===== src/hdl/sysctl_pkg.sv =====
/*
  Shared constants of the register slice: register numbers, field
  layouts, buffer sizing and exception kinds.
  Assumes it is compiled before every design file that imports it.
*/
package sysctl_pkg;

  // ==========================================================================
  // coprocessor register numbers
  localparam logic [4:0] REG_LINK_ADDR   = 5'h11;
  localparam logic [4:0] REG_WATCH_LOW   = 5'h12;
  localparam logic [4:0] REG_WATCH_HIGH  = 5'h13;
  localparam logic [4:0] REG_EXTENDED_PAGE_CONTEXT    = 5'h14;
  localparam logic [4:0] REG_PARITY      = 5'h1a;
  localparam logic [4:0] REG_CACHE_ERR   = 5'h1b;
  localparam logic [4:0] REG_TAG_LOW     = 5'h1c;
  localparam logic [4:0] REG_TAG_HIGH    = 5'h1d;
  localparam logic [4:0] REG_ERROR_PC    = 5'h1e;

  // ==========================================================================
  // widths
  localparam int DATA_W   = 64;
  localparam int WORD_W   = 32;
  localparam int PADDR_W  = 32;

  // ==========================================================================
  // extended context layout: base | space | failed page | zero
  localparam int CTX_ZERO_W     = 3;
  localparam int CTX_PAGE_W     = 29;
  localparam int CTX_SPACE_W    = 2;
  localparam int CTX_BASE_W     = 30;
  localparam int CTX_BASE_LSB   = 34;
  localparam int VA_PAGE_LSB    = 11;
  localparam int VA_PAGE_MSB    = 39;
  localparam int VA_SPACE_LSB   = 62;
  localparam int VA_SPACE_MSB   = 63;
  localparam int VA_SIGN_BIT    = 31;
  localparam logic [CTX_ZERO_W-1:0]  CTX_ZERO    = 3'h0;
  localparam logic [CTX_SPACE_W-1:0] SPACE_USER  = 2'h0;
  localparam logic [CTX_SPACE_W-1:0] SPACE_SUPER = 2'h1;
  localparam logic [CTX_SPACE_W-1:0] SPACE_KERN  = 2'h3;

  // ==========================================================================
  // watch layout: low holds paddr[31:3], load enable, store enable
  localparam int WATCH_ADDR_LSB = 3;
  localparam int WATCH_LD_BIT   = 1;
  localparam int WATCH_ST_BIT   = 0;
  localparam int WATCH_HIGH_W   = 4;

  // ==========================================================================
  // translation buffer
  localparam int TLB_ENTRIES = 32;
  localparam int TLB_IDX_W   = 5;
  localparam int TLB_KEY_W   = CTX_SPACE_W + CTX_PAGE_W;
  localparam int TLB_PAY_W   = 32;

  // ==========================================================================
  // zero fill values for reads and strap settle count
  localparam logic [WORD_W-1:0] ZERO_WORD   = 32'h0000_0000;
  localparam logic [DATA_W-1:0] ZERO_DWORD  = 64'h0000_0000_0000_0000;
  localparam logic [1:0]        STRAP_SETTLE = 2'h2;

  typedef enum logic [1:0] {EXC_NONE, EXC_TLB_MISS, EXC_ERROR, EXC_OTHER} exc_kind_e;
  typedef enum logic [1:0] {MODE_USER, MODE_SUPER, MODE_KERNEL} op_mode_e;

endpackage


===== src/hdl/sysctl_error_debug_regs.sv =====
/*
  System-control error/debug register slice: diagnostic link address,
  watch pair with watch detection, extended page context, compatibility
  error registers, cache tag staging pair, error resume PC, plus the
  translation buffer array and mode-checked lookup.
  Assumes the pipeline drives the coprocessor move ports and exception
  commits on ref_clk; the short-ISA pin is asynchronous.

*/
`timescale 1ns/1ps
`default_nettype none
module sysctl_error_debug_regs
  import sysctl_pkg::*;
#(
  parameter int TLB_DEPTH = sysctl_pkg::TLB_ENTRIES
) (
  input  wire logic                            ref_clk,
  input  wire logic                            rst_n,
  input  wire logic                            ce,
  // coprocessor moves
  input  wire logic                            cop_wr,
  input  wire logic [4:0]                      cop_wr_num,
  input  wire logic [sysctl_pkg::DATA_W-1:0]   cop_wr_data,
  input  wire logic [4:0]                      cop_rd_num,
  output logic      [sysctl_pkg::DATA_W-1:0]   cop_rd_data,
  // cache maintenance tag load
  input  wire logic                            cache_tag_wr,
  input  wire logic [sysctl_pkg::WORD_W-1:0]   cache_tag_low_in,
  input  wire logic [sysctl_pkg::WORD_W-1:0]   cache_tag_high_in,
  // memory references for watch
  input  wire logic                            mem_valid,
  input  wire logic                            mem_load,
  input  wire logic                            mem_store,
  input  wire logic [sysctl_pkg::PADDR_W-1:0]  mem_paddr,
  output logic                                 watch_exception,
  // exception commit
  input  wire logic                            exc_commit,
  input  wire sysctl_pkg::exc_kind_e           exc_kind,
  input  wire logic [sysctl_pkg::DATA_W-1:0]   exc_vaddr,
  input  wire logic [sysctl_pkg::DATA_W-1:0]   exc_inst_pc,
  input  wire logic [sysctl_pkg::DATA_W-1:0]   exc_prev_pc,
  input  wire logic                            exc_in_delay_slot,
  input  wire logic                            exc_after_extend,
  input  wire logic                            exc_isa16_mode,
  input  wire logic                            error_level_flag,
  output logic                                 branch_delay_flag,
  output logic      [sysctl_pkg::DATA_W-1:0]   bad_virtual_address,
  // short-ISA strap pin
  input  wire logic                            short_isa_enable_pin,
  output logic                                 short_isa_enabled,
  // translation buffer write and lookup
  input  wire logic                            tlb_wr,
  input  wire logic [sysctl_pkg::TLB_IDX_W-1:0] tlb_wr_idx,
  input  wire logic [sysctl_pkg::DATA_W-1:0]   tlb_wr_vaddr,
  input  wire logic [sysctl_pkg::TLB_PAY_W-1:0] tlb_wr_payload,
  input  wire logic [sysctl_pkg::DATA_W-1:0]   lookup_vaddr,
  input  wire sysctl_pkg::op_mode_e            op_mode,
  input  wire logic                            addr64_mode,
  output logic                                 tlb_hit,
  output logic      [sysctl_pkg::TLB_PAY_W-1:0] tlb_payload,
  output logic                                 address_error
);

  // ==========================================================================
  // state
  typedef struct packed {
    logic                     pin_meta;
    logic                     pin_sync;
    logic [1:0]               strap_count;
    logic                     strap_taken;
    logic                     isa16_en;
    logic [WORD_W-1:0]        link_address_diag;
    logic [WORD_W-1:0]        watch_addr_low;
    logic [WORD_W-1:0]        watch_addr_high;
    logic [CTX_BASE_W-1:0]    page_table_base;
    logic [CTX_SPACE_W-1:0]   space_type;
    logic [CTX_PAGE_W-1:0]    failed_page_pair;
    logic [DATA_W-1:0]        bad_va;
    logic [WORD_W-1:0]        parity_error_compat;
    logic [WORD_W-1:0]        cache_error_compat;
    logic [WORD_W-1:0]        cache_tag_low;
    logic [WORD_W-1:0]        cache_tag_high;
    logic [DATA_W-1:0]        error_resume_pc;
    logic                     bd;
    logic [DATA_W-1:0]        rd_data;
    logic                     watch_exc;
    logic                     hit;
    logic [TLB_PAY_W-1:0]     payload;
    logic                     addr_err;
  } regs_s;

  regs_s                  state;
  regs_s                  next_state;

  logic [DATA_W-1:0]      fmt_pc;
  logic                   fmt_bd;
  logic [DATA_W-1:0]      eff_vaddr;
  logic [DATA_W-1:0]      eff_wr_vaddr;
  logic [TLB_KEY_W-1:0]   lookup_key;
  logic [TLB_KEY_W-1:0]   wr_key;
  logic                   lut_hit;
  logic [TLB_PAY_W-1:0]   lut_payload;
  logic                   watch_match;
  logic                   watch_kind_ok;
  logic [CTX_SPACE_W-1:0] lookup_space;
  logic                   space_denied;
  logic [DATA_W-1:0]      extended_page_context_view;
  logic                   move_to_coprocessor;
  logic                   err_capture;
  logic                   miss_capture;

  // ==========================================================================
  // resume address formatting
  error_pc_format u_error_pc_format (
    .isa16_en      (state.isa16_en),
    .isa16_mode    (exc_isa16_mode),
    .in_delay_slot (exc_in_delay_slot),
    .after_extend  (exc_after_extend),
    .inst_pc       (exc_inst_pc),
    .prev_pc       (exc_prev_pc),
    .resume_pc     (fmt_pc),
    .bd            (fmt_bd)
  );

  // ==========================================================================
  // addressing mode: 32-bit mode sees a sign-extended address
  localparam int HALF_W = DATA_W / 2;

  assign eff_vaddr    = addr64_mode ? lookup_vaddr
                                    : {{HALF_W{lookup_vaddr[VA_SIGN_BIT]}},
                                       lookup_vaddr[HALF_W-1:0]};
  assign eff_wr_vaddr = addr64_mode ? tlb_wr_vaddr
                                    : {{HALF_W{tlb_wr_vaddr[VA_SIGN_BIT]}},
                                       tlb_wr_vaddr[HALF_W-1:0]};
  assign lookup_space = eff_vaddr[VA_SPACE_MSB:VA_SPACE_LSB];
  assign lookup_key   = {lookup_space, eff_vaddr[VA_PAGE_MSB:VA_PAGE_LSB]};
  assign wr_key       = {eff_wr_vaddr[VA_SPACE_MSB:VA_SPACE_LSB],
                         eff_wr_vaddr[VA_PAGE_MSB:VA_PAGE_LSB]};

  // user reaches only user space, supervisor not kernel space
  always_comb begin
    space_denied = 1'b0;
    unique case (op_mode)
      MODE_USER:   space_denied = (lookup_space != SPACE_USER);
      MODE_SUPER:  space_denied = (lookup_space == SPACE_KERN);
      MODE_KERNEL: space_denied = 1'b0;
      default:     space_denied = 1'b1;
    endcase
  end

  // ==========================================================================
  // translation buffer
  tlb_pair_array #(
    .ENTRIES (TLB_DEPTH),
    .IDX_W   (TLB_IDX_W),
    .KEY_W   (TLB_KEY_W),
    .PAY_W   (TLB_PAY_W)
  ) u_tlb_pair_array (
    .ref_clk     (ref_clk),
    .rst_n       (rst_n),
    .ce          (ce),
    .wr_en       (tlb_wr),
    .wr_idx      (tlb_wr_idx),
    .wr_key      (wr_key),
    .wr_payload  (tlb_wr_payload),
    .lookup_key  (lookup_key),
    .hit         (lut_hit),
    .hit_payload (lut_payload)
  );

  // ==========================================================================
  // watch compare
  // the physical address is 32 bits wide, so a high part with non-zero bits [3:0] never matches; bits above 3 are ignored
  assign watch_match   = (state.watch_addr_low[WORD_W-1:WATCH_ADDR_LSB] ==
                          mem_paddr[PADDR_W-1:WATCH_ADDR_LSB]) &&
                         (state.watch_addr_high[WATCH_HIGH_W-1:0] == '0);
  assign watch_kind_ok = (mem_load  && state.watch_addr_low[WATCH_LD_BIT]) ||
                         (mem_store && state.watch_addr_low[WATCH_ST_BIT]);

  // ==========================================================================
  // register views and capture conditions
  assign extended_page_context_view = {state.page_table_base, state.space_type,
                          state.failed_page_pair, CTX_ZERO};

  assign move_to_coprocessor = cop_wr;
  assign miss_capture = exc_commit && (exc_kind == EXC_TLB_MISS);
  // further errors while the error level is up must not lose the first address
  assign err_capture  = exc_commit && (exc_kind == EXC_ERROR) && !error_level_flag;

  // ==========================================================================
  // next state
  always_comb begin
    next_state = state;

    // strap: two-flop synchroniser, then one capture after it has settled
    next_state.pin_meta = short_isa_enable_pin;
    next_state.pin_sync = state.pin_meta;
    if (!state.strap_taken) begin
      if (state.strap_count == STRAP_SETTLE) begin
        next_state.isa16_en    = state.pin_sync;
        next_state.strap_taken = 1'b1;
      end else begin
        next_state.strap_count = state.strap_count + 2'h1;
      end
    end

    // software moves
    if (move_to_coprocessor) begin
      unique case (cop_wr_num)
        REG_LINK_ADDR:  next_state.link_address_diag = cop_wr_data[WORD_W-1:0];
        REG_WATCH_LOW:  next_state.watch_addr_low    = cop_wr_data[WORD_W-1:0];
        REG_WATCH_HIGH: next_state.watch_addr_high   = cop_wr_data[WORD_W-1:0];
        REG_EXTENDED_PAGE_CONTEXT:   next_state.page_table_base   =
                          cop_wr_data[DATA_W-1:CTX_BASE_LSB];
        REG_PARITY:     next_state.parity_error_compat = cop_wr_data[WORD_W-1:0];
        REG_CACHE_ERR:  next_state.cache_error_compat  = cop_wr_data[WORD_W-1:0];
        REG_TAG_LOW:    next_state.cache_tag_low     = cop_wr_data[WORD_W-1:0];
        REG_TAG_HIGH:   next_state.cache_tag_high    = cop_wr_data[WORD_W-1:0];
        REG_ERROR_PC:   next_state.error_resume_pc   = cop_wr_data;
        default: begin
        end
      endcase
    end

    // cache maintenance load wins over a move in the same cycle
    if (cache_tag_wr) begin
      next_state.cache_tag_low  = cache_tag_low_in;
      next_state.cache_tag_high = cache_tag_high_in;
    end

    // translation miss: space, failed page and bad address only, base is left alone
    if (miss_capture) begin
      next_state.space_type       = exc_vaddr[VA_SPACE_MSB:VA_SPACE_LSB];
      next_state.failed_page_pair = exc_vaddr[VA_PAGE_MSB:VA_PAGE_LSB];
      next_state.bad_va           = exc_vaddr;
    end

    // error exception: hardware capture beats a move in the same cycle
    if (err_capture) begin
      next_state.error_resume_pc = fmt_pc;
      next_state.bd              = fmt_bd;
    end

    // registered read port, unmapped numbers read zero
    unique case (cop_rd_num)
      REG_LINK_ADDR:  next_state.rd_data = {ZERO_WORD, state.link_address_diag};
      REG_WATCH_LOW:  next_state.rd_data = {ZERO_WORD, state.watch_addr_low};
      REG_WATCH_HIGH: next_state.rd_data = {ZERO_WORD, state.watch_addr_high};
      REG_EXTENDED_PAGE_CONTEXT:   next_state.rd_data = extended_page_context_view;
      REG_PARITY:     next_state.rd_data = {ZERO_WORD, state.parity_error_compat};
      REG_CACHE_ERR:  next_state.rd_data = {ZERO_WORD, state.cache_error_compat};
      REG_TAG_LOW:    next_state.rd_data = {ZERO_WORD, state.cache_tag_low};
      REG_TAG_HIGH:   next_state.rd_data = {ZERO_WORD, state.cache_tag_high};
      REG_ERROR_PC:   next_state.rd_data = state.error_resume_pc;
      default:        next_state.rd_data = ZERO_DWORD;
    endcase

    // watch and lookup results, one cycle behind their inputs
    next_state.watch_exc = mem_valid && watch_kind_ok && watch_match;
    next_state.hit       = lut_hit && !space_denied;
    next_state.payload   = lut_payload;
    next_state.addr_err  = space_denied;
  end

  // ==========================================================================
  // registers
  // data registers are undefined to software after reset; zero keeps sim clean
  always_ff @(posedge ref_clk or negedge rst_n) begin
    if (!rst_n) begin
      state <= '0;
    end else if (ce) begin
      state <= next_state;
    end
  end

  // ==========================================================================
  // outputs
  assign cop_rd_data         = state.rd_data;
  assign watch_exception     = state.watch_exc;
  assign branch_delay_flag   = state.bd;
  assign bad_virtual_address = state.bad_va;
  assign short_isa_enabled   = state.isa16_en;
  assign tlb_hit             = state.hit;
  assign tlb_payload         = state.payload;
  assign address_error       = state.addr_err;

endmodule
`default_nettype wire


===== src/hdl/tlb_pair_array.sv =====
/*
  Fully associative pair translation buffer: written by index, looked up
  by key combinationally.
  Assumes the caller registers the lookup result.
*/
`timescale 1ns/1ps
`default_nettype none
module tlb_pair_array
  import sysctl_pkg::*;
#(
  parameter int ENTRIES = sysctl_pkg::TLB_ENTRIES,
  parameter int IDX_W   = sysctl_pkg::TLB_IDX_W,
  parameter int KEY_W   = sysctl_pkg::TLB_KEY_W,
  parameter int PAY_W   = sysctl_pkg::TLB_PAY_W
) (
  input  wire logic             ref_clk,
  input  wire logic             rst_n,
  input  wire logic             ce,
  input  wire logic             wr_en,
  input  wire logic [IDX_W-1:0] wr_idx,
  input  wire logic [KEY_W-1:0] wr_key,
  input  wire logic [PAY_W-1:0] wr_payload,
  input  wire logic [KEY_W-1:0] lookup_key,
  output logic                  hit,
  output logic      [PAY_W-1:0] hit_payload
);

  typedef struct packed {
    logic [ENTRIES-1:0]            valid;
    logic [ENTRIES-1:0][KEY_W-1:0] key;
    logic [ENTRIES-1:0][PAY_W-1:0] pay;
  } tlb_s;

  tlb_s             state;
  tlb_s             next_state;
  logic [ENTRIES:0] any_chain;
  logic [ENTRIES:0][PAY_W-1:0] pay_chain;

  assign any_chain[0] = 1'b0;
  assign pay_chain[0] = '0;

  // ==========================================================================
  // per-entry compare; keys are unique by software so an OR reduction is enough
  for (genvar i = 0; i < ENTRIES; i++) begin : g_entry
    logic match;
    assign match            = state.valid[i] && (state.key[i] == lookup_key);
    assign any_chain[i+1]   = any_chain[i] | match;
    assign pay_chain[i+1]   = pay_chain[i] | (match ? state.pay[i] : '0);
  end

  assign hit         = any_chain[ENTRIES];
  assign hit_payload = pay_chain[ENTRIES];

  always_comb begin
    next_state = state;
    if (wr_en) begin
      next_state.valid[wr_idx] = 1'b1;
      next_state.key[wr_idx]   = wr_key;
      next_state.pay[wr_idx]   = wr_payload;
    end
  end

  always_ff @(posedge ref_clk or negedge rst_n) begin
    if (!rst_n) begin
      state <= '0;
    end else if (ce) begin
      state <= next_state;
    end
  end

endmodule
`default_nettype wire


===== src/hdl/error_pc_format.sv =====
/*
  Error resume address and delay flag former, purely combinational.
  Assumes the pipeline gives the faulting and preceding addresses.
*/
`timescale 1ns/1ps
`default_nettype none
module error_pc_format
  import sysctl_pkg::*;
(
  input  wire logic              isa16_en,
  input  wire logic              isa16_mode,
  input  wire logic              in_delay_slot,
  input  wire logic              after_extend,
  input  wire logic [DATA_W-1:0] inst_pc,
  input  wire logic [DATA_W-1:0] prev_pc,
  output logic      [DATA_W-1:0] resume_pc,
  output logic                   bd
);

  logic             use_prev;
  logic [DATA_W-1:0] base_pc;

  // an extend prefix only exists while short instructions run
  assign use_prev = in_delay_slot || (isa16_en && isa16_mode && after_extend);
  // never point into a delay slot or past a prefix
  assign base_pc  = use_prev ? prev_pc : inst_pc;

  always_comb begin
    resume_pc = base_pc;
    bd        = use_prev;
    if (isa16_en) begin
      // mode sits in bit 0 so a return restores it
      resume_pc = {base_pc[DATA_W-1:1], isa16_mode};
    end
  end

endmodule
`default_nettype wire


===== config.mk =====
export PLATFORM = sky130hd
export DESIGN_NAME = sysctl_error_debug_regs
export DESIGN_NICKNAME = d
export VERILOG_FILES = /design/src/hdl/sysctl_pkg.sv /design/src/hdl/sysctl_error_debug_regs.sv /design/src/hdl/tlb_pair_array.sv /design/src/hdl/error_pc_format.sv
export SDC_FILE = /design/constraint.sdc
export NUM_CORES = 2
export LEC_CHECK = 0
export ABC_CLOCK_PERIOD_IN_PS = 4200
export BUFFER_PORTS_ARGS = -buffer_cell sky130_fd_sc_hd__buf_2
export CAP_MARGIN = 20
export CORE_ASPECT_RATIO = 0.75
export CORE_MARGIN = 1
export CORE_UTILIZATION = 50
export CTS_BUF_LIST = sky130_fd_sc_hd__clkbuf_8
export DETAILED_ROUTE_END_ITERATION = 6
export GPL_ROUTABILITY_DRIVEN = 1
export GPL_TIMING_DRIVEN = 1
export PLACE_DENSITY = 0.67
export SLEW_MARGIN = 20
export SYNTH_ARGS = -nofsm -noshare
export SYNTH_HDL_FRONTEND = slang
export SYNTH_SLANG_ARGS = --single-unit
export TNS_END_PERCENT = 20

===== constraint.sdc =====
create_clock -name ref_clk -period 4.2 [get_ports ref_clk]
set_clock_uncertainty 0.2 [all_clocks]
set_input_delay 0 -clock ref_clk [delete_from_list [all_inputs] [get_ports ref_clk]]
set_output_delay 0 -clock ref_clk [all_outputs]
set_load 0.01 [all_outputs]

==> results of run 1 <==
==> layer usage <==
metal	track usage (%)	overflow
met1	53.3	0
met2	57.0	0
met3	25.4	2
met4	24.7	5
met5	6.31	1
==> cell families after synthesis <==
group                      count (synthesis)  synth area share [%]
DFF                                     2536                  51.6
AOI/OAI and AO/OA                       1790                  10.2
and+or+nand+nor                         2111                  8.95
adders and majority gates                  2                0.0183
xor gates and xnor gates                 950                  6.78
buffers and inverters                   1215                  4.68
muxes                                   1942                  17.7
==> synth_stat cells, drive strengths merged (75+ instances only) <==
cell type,number,area [um^2]
dfrtp,2536,63500
mux2,1837,20700
clkbuf,621,2330
nand2,619,2320
xnor2,577,5060
o21ai,486,2430
buf,400,2690
xor2,373,3270
nor2,358,1350
a21oi,331,1670
nand4,278,1740
inv,191,717
nor4,191,1290
a22oi,172,1300
nand3,165,826
a221oi,119,1040
mux2i,105,1100
o2bb2ai,82,718
o32ai,80,719
nor3,75,375
==> what timing repair did <==
item,4_1_cts
setup buffers,0
hold endpoints to repair,5055
hold buffers,1130
==> metrics by stage <==
step	instance area (um^2)	worst slack, ns	hold slack [ns]	utilization, %	std cells
after detailed placement	131000	0.125	-0.102	53.6	13912
after CTS	150000	0.0226	0.00400	61.6	15749
after floorplan	123000	1.56	-0.496	-	10546
after global placement	131000	0.0445	-0.119	53.6	13912
==> flow_summary.toml, run 1 <==
[yosys]
postSynthAreaPerCell_um2 = 11.7
yosys_warnings = 0
synth_edf_count = 0
ys_types = 102
async_reset_ff_share_pct = 100
yosysSeqAreaShare_pct = 51.6
synth-seq-cells = 2536
ys.flop_type = "dfrtp_1"
syn_inst = 10546
synthesis.area_um2 = 123000
synth_nets = 11094

[clocking]
numCtsBuffers = 405
cts_sinks = 2536
htree_levels = 5
cts_resized = 0
ctsRootBufferMaster = "clkbuf_8"
clockBufferDepth = 4

[global_route]
grt_pass1_wl_um = 766000
grt_pass1_vias = 109403
grt.overflow.total = 8
grt_max_degree = 130
grtUsageTotal_pct = 43.1

[placed_design]
port_buffers = 642
place.gp.congestion = 1.03
hpwl_um = 309000

[floorplanning]
initial_utilization_pct = 50.3
io_pins = 712
rows = 157
fp.dieH_um = 431
die_w_um = 574

[status]
error = "[ERROR GRT-0116] Global routing finished with congestion. Check the congestion regions in the DRC Viewer."
flow.stopped_at = "5_1_grt"
status = "aborted with a tool error"
==> inputs of run 2 (changes only) <==
--- a/config.mk
+++ b/config.mk
@@ -8,14 +8,12 @@
 export ABC_CLOCK_PERIOD_IN_PS = 4200
 export BUFFER_PORTS_ARGS = -buffer_cell sky130_fd_sc_hd__buf_2
 export CAP_MARGIN = 20
-export CORE_ASPECT_RATIO = 0.75
 export CORE_MARGIN = 1
-export CORE_UTILIZATION = 50
-export CTS_BUF_LIST = sky130_fd_sc_hd__clkbuf_8
+export CORE_UTILIZATION = 35
 export DETAILED_ROUTE_END_ITERATION = 6
 export GPL_ROUTABILITY_DRIVEN = 1
 export GPL_TIMING_DRIVEN = 1
-export PLACE_DENSITY = 0.67
+export PLACE_DENSITY_LB_ADDON = 0.15
 export SLEW_MARGIN = 20
 export SYNTH_ARGS = -nofsm -noshare
 export SYNTH_HDL_FRONTEND = slang
==> flow_summary.toml, run 2 <==
[status]
status = "finished, final reports clean"

[finish]
largest_register_ffs = 2048
top_register = "u_tlb_pair_array.state"
final_common_cell = "dfrtp_1"
area_growth_pct = 24.9
drive_gt1_share_pct = 29.7
nets = 12519
fillCellCount = 32005
stdcell_count = 16848
most-common-layout-cells = "dfrtp_1, mux2_2, dlygate4sd3_1"

[yosys]
synthesis.area_um2 = 123000
synth_top_area_cell = "dfrtp_1"
ys_types = 102
ys.flop_type = "dfrtp_1"
netlist.area_leader.share_pct = 51.6
yosysMostFrequentCell = "dfrtp_1"
synth-seq-cells = 2536
async_reset_ff_share_pct = 100
synth_commonest_cells = "dfrtp_1, mux2_2, clkbuf_1"
syn_inst = 10546
yosysSeqAreaShare_pct = 51.6
postSynthAreaPerCell_um2 = 11.7
synth_edf_count = 0
synth_area_leaders = "dfrtp_1, mux2_2, xnor2_1"
yosys_warnings = 0
synth_nets = 11094

[timing]
slew_violations = 0
slew_headroom_pct = 3.18
timing.fmax_ghz = 0.246
hold_violations = 0
min_period_over_period_pct = 96.6
rsz0062_at_grt = "false"
hold-worst-slack_ns = 0.0637
tightestPinTransition_ns = 1.42
fin_setup_tns_ns = 0
setup_viol = 0
fin_crit_ns = 4.06

[worst_hold_path]
hold_depth = 3
hold_path_end = "u_tlb_pair_array.state[50]"
hp-class = "in2reg"
hold_path_startpoint = "tlb_wr_payload[18]"

[power]
ir_worst_vdd_mv = 0.324
p_leak_nw = 68.1
p_per_area_nw_per_um2 = 453

[clocking]
post-cts-setup-buffer-count = 0
clockBufferDepth = 4
cts_tree = "built"
clk_transition_reported_paths_ns = 0.06
ctsRootBufferMaster = "clkbuf_16"
htree_levels = 5
clk_latency_ns = 0.95
numCtsBuffers = 306
cts_sinks = 2536

[critical_path]
cp.arrival_ns = 4.67
cp-end-kind = "flop"
crit_chain = "xnor2_1 > o21ai_0 > buf_4 > nand3b_1 > nor4_2 > and4_1 > buf_12 > buf_12 > a221o_1 > nor4b_1 > a21oi_1"
crit_path_start_kind = "flop"
r2r_slack_ns = 0.14
critPathKind = "reg2reg"
r2r_start = "u_tlb_pair_array.state[1282]"
r2r_end = "tlb_payload[17]"
cpMostUsedCell = "buf_12"
slowest_delay_ns = 0.68
worstPathMaxFanout = 12
cpMaxStageDelayCell = "and4_1"
r2r_cells = 11
cp.required_ns = 4.81

[global_route]
grt_pass1_wl_um = 755000
antenna_found_initial = 65
grt_max_degree = 131
grt.overflow.total = 0
grt_pass1_vias = 98238
grtUsageTotal_pct = 29.6

[route]
wire_per_inst_um = 31.7
ant_nets = 0
routed_wirelength_um = 534000
first_iter_violations = 9133
vias = 96357
drc = 0
first_pass_iters = 6
viasPerCell = 5.72

[floorplanning]
initial_utilization_pct = 35.2
rows = 217
fp.dieH_um = 595
die_w_um = 595
coreArea_um2 = 349000
die_area_um2 = 353000
io_pins = 712

[placed_design]
hpwl_um = 345000
place.gp.congestion = 0.947
port_buffers = 642
placed_cells = 15259

[run]
cap_violations = 0
run 2: cells by family (layout without fill, tap and decap cells):
kind of cell	Yosys count	after routing	synth area share, %
other	0	33	0
xor gates and xnor gates	950	950	6.78
muxes	1942	1942	17.7
AOI/OAI and AO/OA	1790	1790	10.2
adders and majority gates	2	2	0.0183
DFF	2536	2536	51.6
buffers and inverters	1215	2885	4.68
and+or+nand+nor	2111	2111	8.95
run 2: layout make-up:
cell class	instances	area [um^2]	area share (%)
diodes	33	82.6	0.0538
clock buffers	455	9050	5.89
clock inverters	98	1400	0.914
inverters	194	729	0.475
multi-input cells	6795	54500	35.5
flip-flops and latches	2536	63500	41.3
well taps	4599	5750	3.75
repair buffers	2138	18600	12.1
run 2: power by group:
group          total [mW]  internal, mW  leakage, nW  switching [mW]
Clock                27.9          16.7         5.14            11.2
Combinational        11.2          5.27         29.9            5.88
Sequential           30.5          27.9         33.1            2.54
Total                69.6          49.9         68.1            19.6
run 2: metal layers:
metal	part of all wire [%]	wire [um]	track usage, %	vias to the layer above
li1	-	-	-	40944
met1	42	224000	39.3	50230
met2	45	239000	46.3	4147
met3	7.4	39600	5.49	1028
met4	5.7	30700	14.7	8
met5	0.0094	50	0	-
run 2: timing repair:
item                                    4_1_cts  5_1_grt
hold endpoints to repair                   5030        0
hold buffers                               1003        0
gates resized for setup                       0        1
endpoints found under the setup margin        0        1
run 2: through the flow:
stage,setup slack (ns),instance area (um^2),power [mW],util [%]
finish,0.143,154000,69.6,43.9
global placement,-0.185,133000,40.3,38.0
detailed placement,0.0320,133000,40.7,38.0
floorplan,1.56,123000,36.5,-
CTS,0.0158,153000,69.9,43.9
global route,0.158,153000,72.3,43.9
run 2: worst max-delay path by stage:
stage                                            start               to  slack, ns  depth (start not counted)
after global routing                 short_isa_enabled       state[158]       0.16                         10
final                     u_tlb_pair_array.state[1282]  tlb_payload[17]       0.14                         11
after global placement                lookup_vaddr[31]  tlb_payload[31]      -0.18                         11
after CTS                            short_isa_enabled       state[158]       0.02                         10
after detailed placement              lookup_vaddr[31]  tlb_payload[20]       0.03                         11
after floorplan           u_tlb_pair_array.state[1109]  tlb_payload[31]       1.56                          9
run 2: worst max-delay path: cells and delay by family (launching register included):
kind,cells,cell delay [ns]
AND/OR/NAND/NOR,4,1.56
buffers and inverters,3,0.71
AO/OA/AOI/OAI,3,0.71
flip-flops,1,0.38
XOR/XNOR,1,0.37
Power figures use the tool's default switching activity.
